$ cat src/design/ssge_pkg.sv
// package: register map, field layout, reset values and timing of the serial expander
package ssge_pkg;

	////////////////////////////////////////////////////////////////////////////
	// sizes
	localparam int NUM_PORTS     = 32;
	localparam int BITS_PER_PORT = 4;
	localparam int NUM_BITS      = NUM_PORTS * BITS_PER_PORT;
	localparam int NUM_DETECT    = 16;

	////////////////////////////////////////////////////////////////////////////
	// register byte offsets
	localparam logic [7:0] OFS_CFG      = 8'h00;
	localparam logic [7:0] OFS_CLOCK    = 8'h04;
	localparam logic [7:0] OFS_PORT_ENA = 8'h08;
	localparam logic [7:0] OFS_OUT_BASE = 8'h10;
	localparam logic [7:0] OFS_IN_BASE  = 8'h20;
	localparam logic [7:0] OFS_LOS      = 8'h30;
	localparam logic [7:0] OFS_MAP_BASE = 8'h40;

	////////////////////////////////////////////////////////////////////////////
	// control word field positions
	localparam int CFG_ONE_SHOT  = 0;
	localparam int CFG_REPEAT    = 1;
	localparam int CFG_WIDTH_LO  = 2;
	localparam int CFG_LD_POL    = 4;
	localparam int CFG_REV_IN    = 5;
	localparam int CFG_REV_OUT   = 6;
	localparam int CFG_GAP_DIS   = 7;
	localparam int CFG_GAP_LO    = 8;
	localparam int CFG_BUSY      = 31;
	localparam int MAP_ENA       = 8;

	////////////////////////////////////////////////////////////////////////////
	// reset values
	localparam logic [1:0]  RST_WIDTH    = 2'h3;
	localparam logic        RST_LD_POL   = 1'b1;
	localparam logic [5:0]  RST_GAP      = 6'h00;
	localparam logic [7:0]  RST_CLK_RATE = 8'h04;
	localparam logic [31:0] RST_PORT_ENA = 32'hffffffff;

	////////////////////////////////////////////////////////////////////////////
	// timing
	localparam int CLK_PERIOD_NS = 100;
	localparam int LD_MIN_NS     = 25;
	localparam int LD_MAX_NS     = 30;
	localparam int LD_CYC_RAW    = (LD_MIN_NS + CLK_PERIOD_NS - 1) / CLK_PERIOD_NS;
	localparam int LD_CYC        = (LD_CYC_RAW < 1) ? 1 : LD_CYC_RAW;
	localparam int GAP_STEP_US   = 1000;
	localparam int GAP_STEP_CYC  = GAP_STEP_US * 1000 / CLK_PERIOD_NS;
	localparam logic [5:0] GAP_MAX_MS = 6'h21;

	////////////////////////////////////////////////////////////////////////////
	// burst sequencer states
	typedef enum logic [4:0] {
		ST_IDLE = 5'b00001,
		ST_LOW  = 5'b00010,
		ST_HIGH = 5'b00100,
		ST_LOAD = 5'b01000,
		ST_GAP  = 5'b10000
	} ssge_state_e;

endpackage : ssge_pkg

$ cat src/design/ssge_tick_if.sv
// interface: shift clock divider request and half-period tick
`timescale 1ns/1ps
interface ssge_tick_if;
	logic       run;   // divider counting
	logic [7:0] rate;  // half period minus two, in clk cycles
	logic       tick;  // end of a half period

	modport ctrl (output run, output rate, input tick);
	modport div  (input run, input rate, output tick);
endinterface : ssge_tick_if

$ cat src/design/ssge_top.sv
// module: serial shift gpio expander with wishbone registers and detect override
`timescale 1ns/1ps

// How it works
// - up to 128 serial bits, as 32 ports of four bits each
// - shift output bits out on data pin, then assert load strobe
// - sample data input while shifting; software reads the sampled bits
// - only enabled ports are shifted; disabled ports are skipped entirely
// - bits per enabled port selectable 1 to 4, same for all ports
// - enables and width govern input and output streams alike
// - bursts each end with load strobe; at most 32 by 4 bit cycles
// - repeat gap programmable in 1 ms steps, 0 to 33 ms, disable bit
// - one-shot launches exactly one burst; hardware clears it after that burst
// - repeat keeps issuing bursts separated by gap until software clears it
// - load strobe pulses once per burst for LD_CYC clocks, the fewest that cover LD_MIN_NS
// - load strobe active level selected by a control bit
// - shift clock frequency set by a clock-rate field
// - input and output port order reversible independently
// - output bits from per-bit source register; inputs in input register
// - sixteen detect inputs, when enabled replace mapped port's loss-of-signal
// - bit 0 of each port forwarded as that port's loss-of-signal
module ssge_top
	import ssge_pkg::*;
#(
	parameter int GAP_STEP_CYCLES = GAP_STEP_CYC
) (
	input  wire logic                  clk_i,              // system clock, 10 MHz
	input  wire logic                  rst_i,              // sync reset, active high
	input  wire logic                  ce_i,               // clock enable, freezes all
	input  wire logic                  wb_cyc_i,           // wishbone cycle
	input  wire logic                  wb_stb_i,           // wishbone strobe
	input  wire logic                  wb_we_i,            // wishbone write
	input  wire logic [7:0]            wb_adr_i,           // wishbone byte address
	input  wire logic [3:0]            wb_sel_i,           // wishbone byte enables
	input  wire logic [31:0]           wb_dat_i,           // wishbone write data
	output logic      [31:0]           wb_dat_o,           // wishbone read data
	output logic                       wb_ack_o,           // wishbone ack
	output logic                       shift_clock_out_o,  // serial shift clock
	output logic                       shift_data_out_o,   // serial data to chain
	input  wire logic                  shift_data_in_i,    // serial data from chain
	output logic                       load_strobe_o,      // load strobe pin
	input  wire logic [NUM_DETECT-1:0] parallel_detect_input_i, // detect pins
	output logic      [NUM_PORTS-1:0]  los_o               // loss-of-signal per port
);

	////////////////////////////////////////////////////////////////////////////
	// helpers

	// write byte lanes selected by sel
	function automatic logic [31:0] merge_sel(input logic [31:0] old,
		input logic [31:0] nw, input logic [3:0] sel);
		logic [31:0] r;
		r = old;
		for (int i = 0; i < 4; i++)
			if (sel[i])
				r[i*8 +: 8] = nw[i*8 +: 8];
		return r;
	endfunction : merge_sel

	// port mask in stream order
	function automatic logic [31:0] order_mask(input logic [31:0] m, input logic rev);
		logic [31:0] r;
		r = m;
		if (rev)
			for (int i = 0; i < NUM_PORTS; i++)
				r[i] = m[NUM_PORTS-1-i];
		return r;
	endfunction : order_mask

	// first enabled stream slot at or after from; 32 when none
	function automatic logic [5:0] next_port(input logic [31:0] m, input logic [5:0] from);
		logic [5:0] r;
		r = 6'h20;
		for (int i = NUM_PORTS-1; i >= 0; i--)
			if (m[i] && (6'(i) >= from))
				r = 6'(i);
		return r;
	endfunction : next_port

	// stream slot to physical bit index
	function automatic logic [6:0] bit_index(input logic [4:0] slot, input logic rev,
		input logic [1:0] b);
		logic [4:0] p;
		p = rev ? ~slot : slot;
		return {p, b};
	endfunction : bit_index

	////////////////////////////////////////////////////////////////////////////
	// registers

	logic                 one_shot_trigger_ff;
	logic                 repeat_bursts_ff;
	logic [1:0]           bits_per_port_ff;      // width minus one
	logic                 load_strobe_polarity_ff;
	logic                 input_order_reverse_ff;
	logic                 output_order_reverse_ff;
	logic                 burst_gap_disable_ff;
	logic [5:0]           burst_gap_length_ff;
	logic [7:0]           shift_clock_rate_ff;
	logic [31:0]          port_enable_mask_ff;
	logic [NUM_BITS-1:0]  out_src_ff;
	logic [NUM_BITS-1:0]  sampled_inputs_ff;
	logic [4:0]           detect_port_map_ff [NUM_DETECT];
	logic [NUM_DETECT-1:0] detect_ena_ff;
	logic                 ack_ff;
	logic [31:0]          rdata_ff;

	ssge_state_e          state_ff;
	ssge_state_e          nxt_state;
	logic [4:0]           out_slot_ff, nxt_out_slot;
	logic [4:0]           in_slot_ff, nxt_in_slot;
	logic [1:0]           bit_ff, nxt_bit;
	logic                 shot_taken_ff;
	logic                 burst_done;
	logic [5:0]           gap_ms_ff;
	logic [31:0]          gap_step_ff;
	logic [31:0]          ld_cnt_ff;
	logic                 sck_ff;
	logic                 sdo_ff;
	logic                 ld_ff;
	logic [NUM_PORTS-1:0] los_ff;

	logic                  sdi_s;
	logic [NUM_DETECT-1:0] det_s;
	logic                  wr_en;
	logic [31:0]           cfg_wr;
	logic [31:0]           m_out, m_in;
	logic [5:0]            first_out, first_in, adv_out, adv_in;
	logic [5:0]            gap_eff;

	ssge_tick_if tk ();

	////////////////////////////////////////////////////////////////////////////
	// pin synchronisers and shift clock divider

	ssge_sync #(.W(1)) u_sync_sdi (
		.clk_i (clk_i),
		.rst_i (rst_i),
		.ce_i  (ce_i),
		.d_i   (shift_data_in_i),
		.q_o   (sdi_s)
	);

	ssge_sync #(.W(NUM_DETECT)) u_sync_det (
		.clk_i (clk_i),
		.rst_i (rst_i),
		.ce_i  (ce_i),
		.d_i   (parallel_detect_input_i),
		.q_o   (det_s)
	);

	ssge_clk_div u_div (
		.clk_i (clk_i),
		.rst_i (rst_i),
		.ce_i  (ce_i),
		.tk    (tk.div)
	);

	assign tk.run  = (state_ff == ST_LOW) || (state_ff == ST_HIGH);
	assign tk.rate = shift_clock_rate_ff;

	////////////////////////////////////////////////////////////////////////////
	// wishbone slave: answer one cycle after request, write at the ack edge

	assign wr_en  = wb_cyc_i && wb_stb_i && wb_we_i && ack_ff;
	assign cfg_wr = merge_sel(32'h0, wb_dat_i, wb_sel_i);

	// ack and registered read data
	always_ff @(posedge clk_i)
	begin
		if (rst_i)
		begin
			ack_ff   <= 1'b0;
			rdata_ff <= 32'h0;
		end
		else if (ce_i)
		begin
			ack_ff   <= wb_cyc_i && wb_stb_i && !ack_ff;
			rdata_ff <= 32'h0;  // zero outside the answer cycle
			if (!wb_cyc_i || !wb_stb_i || ack_ff)
				rdata_ff <= 32'h0;
			else if (wb_adr_i == OFS_CFG)
				rdata_ff <= {!(state_ff == ST_IDLE), 16'h0, 1'b0, burst_gap_length_ff,
					burst_gap_disable_ff, output_order_reverse_ff, input_order_reverse_ff,
					load_strobe_polarity_ff, bits_per_port_ff, repeat_bursts_ff,
					one_shot_trigger_ff};
			else if (wb_adr_i == OFS_CLOCK)
				rdata_ff <= {24'h0, shift_clock_rate_ff};
			else if (wb_adr_i == OFS_PORT_ENA)
				rdata_ff <= port_enable_mask_ff;
			else if (wb_adr_i[7:4] == OFS_OUT_BASE[7:4] && wb_adr_i[1:0] == 2'h0)
				rdata_ff <= out_src_ff[wb_adr_i[3:2]*32 +: 32];
			else if (wb_adr_i[7:4] == OFS_IN_BASE[7:4] && wb_adr_i[1:0] == 2'h0)
				rdata_ff <= sampled_inputs_ff[wb_adr_i[3:2]*32 +: 32];
			else if (wb_adr_i == OFS_LOS)
				rdata_ff <= los_ff;
			else if (wb_adr_i[7:6] == OFS_MAP_BASE[7:6] && wb_adr_i[1:0] == 2'h0)
				rdata_ff <= {23'h0, detect_ena_ff[wb_adr_i[5:2]], 3'h0,
					detect_port_map_ff[wb_adr_i[5:2]]};
		end
	end

	assign wb_ack_o = ack_ff;
	assign wb_dat_o = rdata_ff;

	// control word; software set of one-shot beats the hardware clear
	always_ff @(posedge clk_i)
	begin
		if (rst_i)
		begin
			one_shot_trigger_ff     <= 1'b0;
			repeat_bursts_ff        <= 1'b0;
			bits_per_port_ff        <= RST_WIDTH;
			load_strobe_polarity_ff <= RST_LD_POL;
			input_order_reverse_ff  <= 1'b0;
			output_order_reverse_ff <= 1'b0;
			burst_gap_disable_ff    <= 1'b0;
			burst_gap_length_ff     <= RST_GAP;
		end
		else if (ce_i)
		begin
			if (wr_en && wb_adr_i == OFS_CFG && wb_sel_i[0])
			begin
				one_shot_trigger_ff     <= cfg_wr[CFG_ONE_SHOT];
				repeat_bursts_ff        <= cfg_wr[CFG_REPEAT];
				bits_per_port_ff        <= cfg_wr[CFG_WIDTH_LO +: 2];
				load_strobe_polarity_ff <= cfg_wr[CFG_LD_POL];
				input_order_reverse_ff  <= cfg_wr[CFG_REV_IN];
				output_order_reverse_ff <= cfg_wr[CFG_REV_OUT];
				burst_gap_disable_ff    <= cfg_wr[CFG_GAP_DIS];
			end
			else if (burst_done && shot_taken_ff)
			begin
				one_shot_trigger_ff <= 1'b0;
			end
			if (wr_en && wb_adr_i == OFS_CFG && wb_sel_i[1])
				burst_gap_length_ff <= cfg_wr[CFG_GAP_LO +: 6];
		end
	end

	// clock rate, enables, output sources, detect map
	always_ff @(posedge clk_i)
	begin
		if (rst_i)
		begin
			shift_clock_rate_ff <= RST_CLK_RATE;
			port_enable_mask_ff <= RST_PORT_ENA;
			out_src_ff          <= '0;
			detect_ena_ff       <= '0;
			for (int n = 0; n < NUM_DETECT; n++)
				detect_port_map_ff[n] <= 5'h00;
		end
		else if (ce_i && wr_en)
		begin
			if (wb_adr_i == OFS_CLOCK && wb_sel_i[0])
				shift_clock_rate_ff <= wb_dat_i[7:0];
			if (wb_adr_i == OFS_PORT_ENA)
				port_enable_mask_ff <= merge_sel(port_enable_mask_ff, wb_dat_i, wb_sel_i);
			if (wb_adr_i[7:4] == OFS_OUT_BASE[7:4] && wb_adr_i[1:0] == 2'h0)
				out_src_ff[wb_adr_i[3:2]*32 +: 32] <=
					merge_sel(out_src_ff[wb_adr_i[3:2]*32 +: 32], wb_dat_i, wb_sel_i);
			if (wb_adr_i[7:6] == OFS_MAP_BASE[7:6] && wb_adr_i[1:0] == 2'h0)
			begin
				if (wb_sel_i[0])
					detect_port_map_ff[wb_adr_i[5:2]] <= wb_dat_i[4:0];
				if (wb_sel_i[1])
					detect_ena_ff[wb_adr_i[5:2]] <= wb_dat_i[MAP_ENA];
			end
		end
	end

	////////////////////////////////////////////////////////////////////////////
	// burst sequencer

	// both streams walk the same enabled set, each in its own order
	assign m_out     = order_mask(port_enable_mask_ff, output_order_reverse_ff);
	assign m_in      = order_mask(port_enable_mask_ff, input_order_reverse_ff);
	assign first_out = next_port(m_out, 6'h00);
	assign first_in  = next_port(m_in, 6'h00);
	assign adv_out   = next_port(m_out, {1'b0, out_slot_ff} + 6'h01);
	assign adv_in    = next_port(m_in, {1'b0, in_slot_ff} + 6'h01);
	assign gap_eff   = (burst_gap_length_ff > GAP_MAX_MS) ? GAP_MAX_MS : burst_gap_length_ff;
	assign burst_done = (state_ff == ST_LOAD) && (ld_cnt_ff == 32'(LD_CYC - 1));

	// next state and stream position
	always_comb
	begin
		nxt_state    = state_ff;
		nxt_out_slot = out_slot_ff;
		nxt_in_slot  = in_slot_ff;
		nxt_bit      = bit_ff;
		unique case (state_ff)
			ST_IDLE:
			begin
				if (one_shot_trigger_ff || repeat_bursts_ff)
				begin
					nxt_out_slot = first_out[4:0];
					nxt_in_slot  = first_in[4:0];
					nxt_bit      = 2'h0;
					nxt_state    = first_out[5] ? ST_LOAD : ST_LOW;
				end
			end
			ST_LOW:
			begin
				if (tk.tick)
					nxt_state = ST_HIGH;
			end
			ST_HIGH:
			begin
				if (tk.tick)
				begin
					if (bit_ff != bits_per_port_ff)
					begin
						nxt_bit   = bit_ff + 2'h1;
						nxt_state = ST_LOW;
					end
					else
					begin
						nxt_bit      = 2'h0;
						nxt_out_slot = adv_out[4:0];
						nxt_in_slot  = adv_in[4:0];
						nxt_state    = adv_out[5] ? ST_LOAD : ST_LOW;
					end
				end
			end
			ST_LOAD:
			begin
				if (burst_done)
				begin
					if (repeat_bursts_ff && !burst_gap_disable_ff && gap_eff != 6'h00)
						nxt_state = ST_GAP;
					else
						nxt_state = ST_IDLE;
				end
			end
			ST_GAP:
			begin
				if (!repeat_bursts_ff ||
					(gap_ms_ff == 6'h01 && gap_step_ff == 32'(GAP_STEP_CYCLES - 1)))
					nxt_state = ST_IDLE;
			end
		endcase
	end

	// state, position and burst ownership of the one-shot
	always_ff @(posedge clk_i)
	begin
		if (rst_i)
		begin
			state_ff      <= ST_IDLE;
			out_slot_ff   <= 5'h00;
			in_slot_ff    <= 5'h00;
			bit_ff        <= 2'h0;
			shot_taken_ff <= 1'b0;
		end
		else if (ce_i)
		begin
			state_ff    <= nxt_state;
			out_slot_ff <= nxt_out_slot;
			in_slot_ff  <= nxt_in_slot;
			bit_ff      <= nxt_bit;
			if (state_ff == ST_IDLE && nxt_state != ST_IDLE)
				shot_taken_ff <= one_shot_trigger_ff;
		end
	end

	// gap timer in millisecond steps
	always_ff @(posedge clk_i)
	begin
		if (rst_i)
		begin
			gap_ms_ff   <= 6'h00;
			gap_step_ff <= 32'h0;
		end
		else if (ce_i)
		begin
			if (state_ff != ST_GAP)
			begin
				gap_ms_ff   <= gap_eff;
				gap_step_ff <= 32'h0;
			end
			else if (gap_step_ff == 32'(GAP_STEP_CYCLES - 1))
			begin
				gap_ms_ff   <= gap_ms_ff - 6'h01;
				gap_step_ff <= 32'h0;
			end
			else
			begin
				gap_step_ff <= gap_step_ff + 32'h1;
			end
		end
	end

	// load strobe length counter
	always_ff @(posedge clk_i)
	begin
		if (rst_i)
			ld_cnt_ff <= 32'h0;
		else if (ce_i)
			ld_cnt_ff <= (state_ff == ST_LOAD && !burst_done) ? ld_cnt_ff + 32'h1 : 32'h0;
	end

	////////////////////////////////////////////////////////////////////////////
	// serial pins and sampling

	// clock high in second half, data set as the clock falls, strobe per burst
	always_ff @(posedge clk_i)
	begin
		if (rst_i)
		begin
			sck_ff <= 1'b0;
			sdo_ff <= 1'b0;
			ld_ff  <= !RST_LD_POL;
		end
		else if (ce_i)
		begin
			sck_ff <= (nxt_state == ST_HIGH);
			if (nxt_state == ST_LOW)
				sdo_ff <= out_src_ff[bit_index(nxt_out_slot,
					output_order_reverse_ff, nxt_bit)];
			ld_ff <= (nxt_state == ST_LOAD) ? load_strobe_polarity_ff
				: !load_strobe_polarity_ff;
		end
	end

	assign shift_clock_out_o = sck_ff;
	assign shift_data_out_o  = sdo_ff;
	assign load_strobe_o     = ld_ff;

	// capture the returning bit as the shift clock rises
	always_ff @(posedge clk_i)
	begin
		if (rst_i)
			sampled_inputs_ff <= '0;
		else if (ce_i && state_ff == ST_LOW && tk.tick)
			sampled_inputs_ff[bit_index(in_slot_ff, input_order_reverse_ff, bit_ff)]
				<= sdi_s;
	end

	// loss-of-signal per port, lowest enabled detect input wins
	always_ff @(posedge clk_i)
	begin
		if (rst_i)
			los_ff <= '0;
		else if (ce_i)
			for (int p = 0; p < NUM_PORTS; p++)
			begin
				los_ff[p] <= sampled_inputs_ff[p*BITS_PER_PORT];
				for (int n = NUM_DETECT-1; n >= 0; n--)
					if (detect_ena_ff[n] && detect_port_map_ff[n] == 5'(p))
						los_ff[p] <= det_s[n];
			end
	end

	assign los_o = los_ff;

endmodule : ssge_top

$ cat src/design/ssge_sync.sv
// module: two-flop synchroniser for pins from outside the clock domain
`timescale 1ns/1ps
module ssge_sync #(
	parameter int W = 1
) (
	input  wire logic         clk_i,  // system clock
	input  wire logic         rst_i,  // sync reset, active high
	input  wire logic         ce_i,   // clock enable
	input  wire logic [W-1:0] d_i,    // asynchronous inputs
	output logic      [W-1:0] q_o     // synchronised outputs
);

	logic [W-1:0] meta_ff;

	// two stages, first read only by the second
	always_ff @(posedge clk_i)
	begin
		if (rst_i)
		begin
			meta_ff <= '0;
			q_o     <= '0;
		end
		else if (ce_i)
		begin
			meta_ff <= d_i;
			q_o     <= meta_ff;
		end
	end

endmodule : ssge_sync

$ cat src/design/ssge_clk_div.sv
// module: programmable divider giving the shift clock half-period tick
`timescale 1ns/1ps
module ssge_clk_div (
	input  wire logic clk_i,  // system clock
	input  wire logic rst_i,  // sync reset, active high
	input  wire logic ce_i,   // clock enable
	ssge_tick_if.div  tk      // run/rate in, tick out
);

	logic [7:0] cnt_ff;
	logic       tick_ff;

	// count rate+1 cycles then a tick cycle, rate+2 per half period, restart when idle
	always_ff @(posedge clk_i)
	begin
		if (rst_i)
		begin
			cnt_ff  <= 8'h00;
			tick_ff <= 1'b0;
		end
		else if (ce_i)
		begin
			if (!tk.run || tick_ff)
			begin
				cnt_ff  <= 8'h00;
				tick_ff <= 1'b0;
			end
			else if (cnt_ff == tk.rate)
			begin
				cnt_ff  <= 8'h00;
				tick_ff <= 1'b1;
			end
			else
			begin
				cnt_ff <= cnt_ff + 8'h01;
			end
		end
	end

	assign tk.tick = tick_ff & tk.run;

endmodule : ssge_clk_div

$ cat config.mk
export PLATFORM = sky130hd
export DESIGN_NAME = ssge_top
export DESIGN_NICKNAME = d
export VERILOG_FILES = /design/src/design/ssge_pkg.sv /design/src/design/ssge_tick_if.sv /design/src/design/ssge_top.sv /design/src/design/ssge_sync.sv /design/src/design/ssge_clk_div.sv
export SDC_FILE = /design/constraint.sdc
export NUM_CORES = 2
export LEC_CHECK = 0
export BUFFER_PORTS_ARGS = -buffer_cell sky130_fd_sc_hd__buf_2
export CORE_MARGIN = 1.5
export CORE_UTILIZATION = 60
export DETAILED_ROUTE_END_ITERATION = 16
export HOLD_SLACK_MARGIN = 0.08
export PLACE_DENSITY = 0.78
export SYNTH_ARGS = -nofsm -noshare
export SYNTH_HDL_FRONTEND = slang
export SYNTH_SLANG_ARGS = --single-unit
$ cat constraint.sdc
create_clock -name clk_i -period 4.3 [get_ports clk_i]
set_input_delay 0.43 -clock clk_i [delete_from_list [all_inputs] [get_ports clk_i]]
set_output_delay 0.43 -clock clk_i [all_outputs]
set_load 0.005 [all_outputs]
==> flow_metrics.py <==
metrics = {
    "run_status": {
        "status": "finished, final reports clean",
    },
    "final_layout": {
        "final_cell_area_sq_mm": 0.0466,
        "fillCellCount": 5854,
        "syn_to_final_growth_pct": 10.6,
        "drive_above_1_share_pct": 13.0,
        "layout.nets": 5520,
    },
    "worst_setup_path": {
        "path_cells": "nand4_1, o211ai_1, a222oi_1, o22a_1, o21ai_0, a21oi_1, o21ai_0, a222oi_1, a211oi_1, o21ai_0, a311oi_1",
        "crit_top_cell": "o21ai_0",
        "crit_path_start_kind": "flop",
        "critPathMaxFanout": 14,
        "cp.arrival_ps": 4690,
        "path_buf_inv": 0,
        "path_delay_family": "compound AO/OA/AOI/OAI gates",
        "endpoint_kind": "flop",
        "slowest_stage": "edfxtp_1",
        "cpPeakStageDelay_ps": 610,
        "critPathKind": "reg -> reg",
        "required_ps": 4820,
    },
    "cts": {
        "cts-root-buf": "clkbuf_16",
        "clkTransAtPathRegs_ps": 60,
        "cts.sinks": 605,
        "htree_levels": 3,
        "cts_tree": "yes",
        "cts_buffers": 69,
        "clk_latency_ps": 670,
        "clk_path_buf_depth": 3,
    },
    "yosys": {
        "ys_seq_elements": 605,
        "syn_inst": 5464,
        "netlist_area_sq_mm": 0.0422,
        "synthFlopType": "dfxtp_1",
        "yosysWarnings": 0,
        "ys_types": 102,
        "synth_edf_count": 80,
        "ys_seq_area_share_pct": 30.6,
        "ys_async_sr_fraction_pct": 0,
        "syn-num-nets": 5549,
        "synth.avg_cell_area_sq_um": 7.72,
    },
    "grt": {
        "grt_pass1_wl_microns": 258000,
        "grt_pass1_vias": 40800,
        "grt_util_all_layers_pct": 47.2,
        "gr-total-overflow": 0,
        "antenna_found_initial": 13,
        "grt_start_max_net_pins": 103,
    },
    "place": {
        "post-dp-hpwl_microns": 129000,
        "dpl_cell_area_sq_mm": 0.0438,
        "routabilityCongestion": 1.09,
        "io_buffers": 134,
    },
    "power_and_ir_drop": {
        "p_leak_nw": 15.7,
        "irDropWorstVdd_v": 0.000335,
        "p_per_area_mw_per_mm2": 290,
    },
    "timing": {
        "skew_ps": 48.5,
        "slew_headroom_pct": 15.5,
        "setup_tns_ps": 0,
        "period_needed_ps": 4170,
        "setup_viol": 0,
        "slew_violations": 0,
        "fmax_ghz": 0.240,
        "grt_setup_unrepaired": "no",
        "worst_pin_slew_ps": 1270,
        "hold_violations": 0,
        "min_period_over_period_pct": 97.0,
    },
    "route": {
        "wl_microns": 177000,
        "drtAntennaViolNets": 0,
        "wire_per_inst_microns": 27.4,
        "vias_per_cell": 7.24,
        "via_count": 46600,
        "drt_first_pass_iters": 10,
        "drt_iter0_drc": 8404,
        "drc": 0,
    },
    "floorplanning": {
        "die_area_sq_mm": 0.0719,
        "io_pins": 135,
        "core_area_sq_mm": 0.0698,
        "dieHeight_microns": 268,
        "start_util_pct": 60.5,
        "num_rows": 97,
        "die_w_microns": 268,
    },
    "job": {
        "maxCapViolCount": 0,
    },
    "worst_hold_path": {
        "hp-class": "in -> reg",
    },
}
final cells by class:
class	instances	area [sq um]	share of cell area, %
timing repair buffer	364	2540	5.45
tap	940	1180	2.52
multi-input combinational	4347	27300	58.6
clock inverter	37	542	1.16
inverter	48	180	0.386
antenna	10	25.0	0.0536
sequential	605	12900	27.7
clock buffer	91	1930	4.14
cell usage after synthesis, types with 28 or more instances:
| library cell | count | share of area [%] |
|---|---|---|
| a211oi_1 | 43 | 0.77 |
| a21oi_1 | 336 | 4.0 |
| a221oi_1 | 33 | 0.69 |
| a222oi_1 | 37 | 0.88 |
| a22oi_1 | 296 | 5.3 |
| a31oi_1 | 31 | 0.46 |
| and2_1 | 113 | 1.7 |
| and3_1 | 51 | 0.76 |
| buf_1 | 32 | 0.28 |
| clkbuf_1 | 396 | 3.5 |
| dfxtp_1 | 525 | 25 |
| edfxtp_1 | 80 | 5.7 |
| inv_1 | 47 | 0.42 |
| mux2_2 | 89 | 2.4 |
| mux2i_1 | 184 | 4.4 |
| mux4_2 | 95 | 5.1 |
| nand2_1 | 573 | 5.1 |
| nand2b_1 | 120 | 1.8 |
| nand3_1 | 210 | 2.5 |
| nand4_1 | 59 | 0.87 |
| nor2_1 | 758 | 6.7 |
| nor2b_1 | 79 | 1.2 |
| nor3_1 | 129 | 1.5 |
| nor4_1 | 32 | 0.47 |
| o211ai_1 | 64 | 1.1 |
| o21ai_0 | 351 | 4.2 |
| o221ai_1 | 28 | 0.58 |
| o22ai_1 | 133 | 2.0 |
| or2_2 | 37 | 0.55 |
| or3_1 | 35 | 0.52 |
| xnor2_1 | 33 | 0.69 |
| xor2_1 | 56 | 1.2 |
cells in the final DEF (no fill, tap or decap), types with 37 or more instances in the layout:
cell       Yosys  routed
clkbuf_16      0      70
inv_1         47      45
buf_4          0     195
or2_2         37      37
nor2_1       758     754
dfxtp_1      525     521
edfxtp_1      80      80
nand2b_1     120     120
nor3_1       129     129
nor2b_1       79      79
mux2i_1      184     184
nand4_1       59      59
mux2_2        89      89
o211ai_1      64      64
nand2_1      573     573
o21ai_0      351     350
a211oi_1      43      43
o22ai_1      133     133
a22oi_1      296     296
and3_1        51      51
a222oi_1      37      37
xor2_1        56      56
mux4_2        95      95
buf_2         26     130
a21oi_1      336     336
nand3_1      210     210
and2_1       113     113
logic make-up after synthesis:
kind of cell	share of synthesized area, %
compound gates	24.6
flops	30.6
mux	11.8
xor+xnor	1.85
simple gates	25.8
fa+ha+maj	0.558
buf+inv	4.80
worst min-delay path, cell delays in order:
cell and delay (ps):
buf_2 150, nand2_1 60, nand3_1 70
timing repair:
item                       in CTS  in global routing
setup endpoints to repair       0                  2
resized for setup               0                  2
hold buffers                   33                  0
setup buffers                   0                  0
hold endpoints to repair       33                  0
registers in the layout, indices dropped and copies added, names as in the netlist, 32 cells and up:
signal and cells:
ld_cnt_ff 32, port_enable_mask_ff 32, gap_step_ff 32, los_o 32, wb_dat_o 32, detect_port_map_ff 80
sampled_inputs_ff 128, out_src_ff 128
path summary, 6_finish.rpt:
| check | cells after the start | start | slack [ps] | to |
|---|---|---|---|---|
| worst min-delay path | 3 | wb_dat_i[10] | 120 | port_enable_mask_ff[10] |
| worst max register to register | 11 | detect_port_map_ff[14][0] | 130 | los_o[27] |
| worst max-delay path | 11 | detect_port_map_ff[14][0] | 130 | los_o[27] |
| worst min register to register | 2 | sampled_inputs_ff[113] | 470 | sampled_inputs_ff[113] |
stage by stage:
step | total power [W] | worst slack (ps) | hold slack [ps] | cells | utilization (%)
3_3_place_gp | 0.00714 | 339 | 445 | 6271 | 62.8
5_1_grt | 0.0138 | 8.45 | 128 | 6433 | 66.8
2_1_floorplan | 0.00670 | 554 | 436 | 5464 | -
4_1_cts | 0.0135 | 328 | 104 | 6432 | 66.8
6_report | 0.0135 | 130 | 117 | 6442 | 66.8
3_5_place_dp | 0.00714 | 354 | 462 | 6271 | 62.8
metal layers:
layer / GRT usage, % / share of wire (%)
met2: 65.4 / 40
met3: 16.7 / 16
met5: 0 / 0.067
met4: 22.6 / 5.8
met1: 65.0 / 38
where the power goes:
part / leakage (nW) / switching [W] / internal [W]
logic: 9.45 / 0.000778 / 0.000391
clock network: 1.19 / 0.00271 / 0.00372
registers: 5.08 / 0.000162 / 0.00578
total: 15.7 / 0.00365 / 0.00989
(Power assumes the default switching activity.)
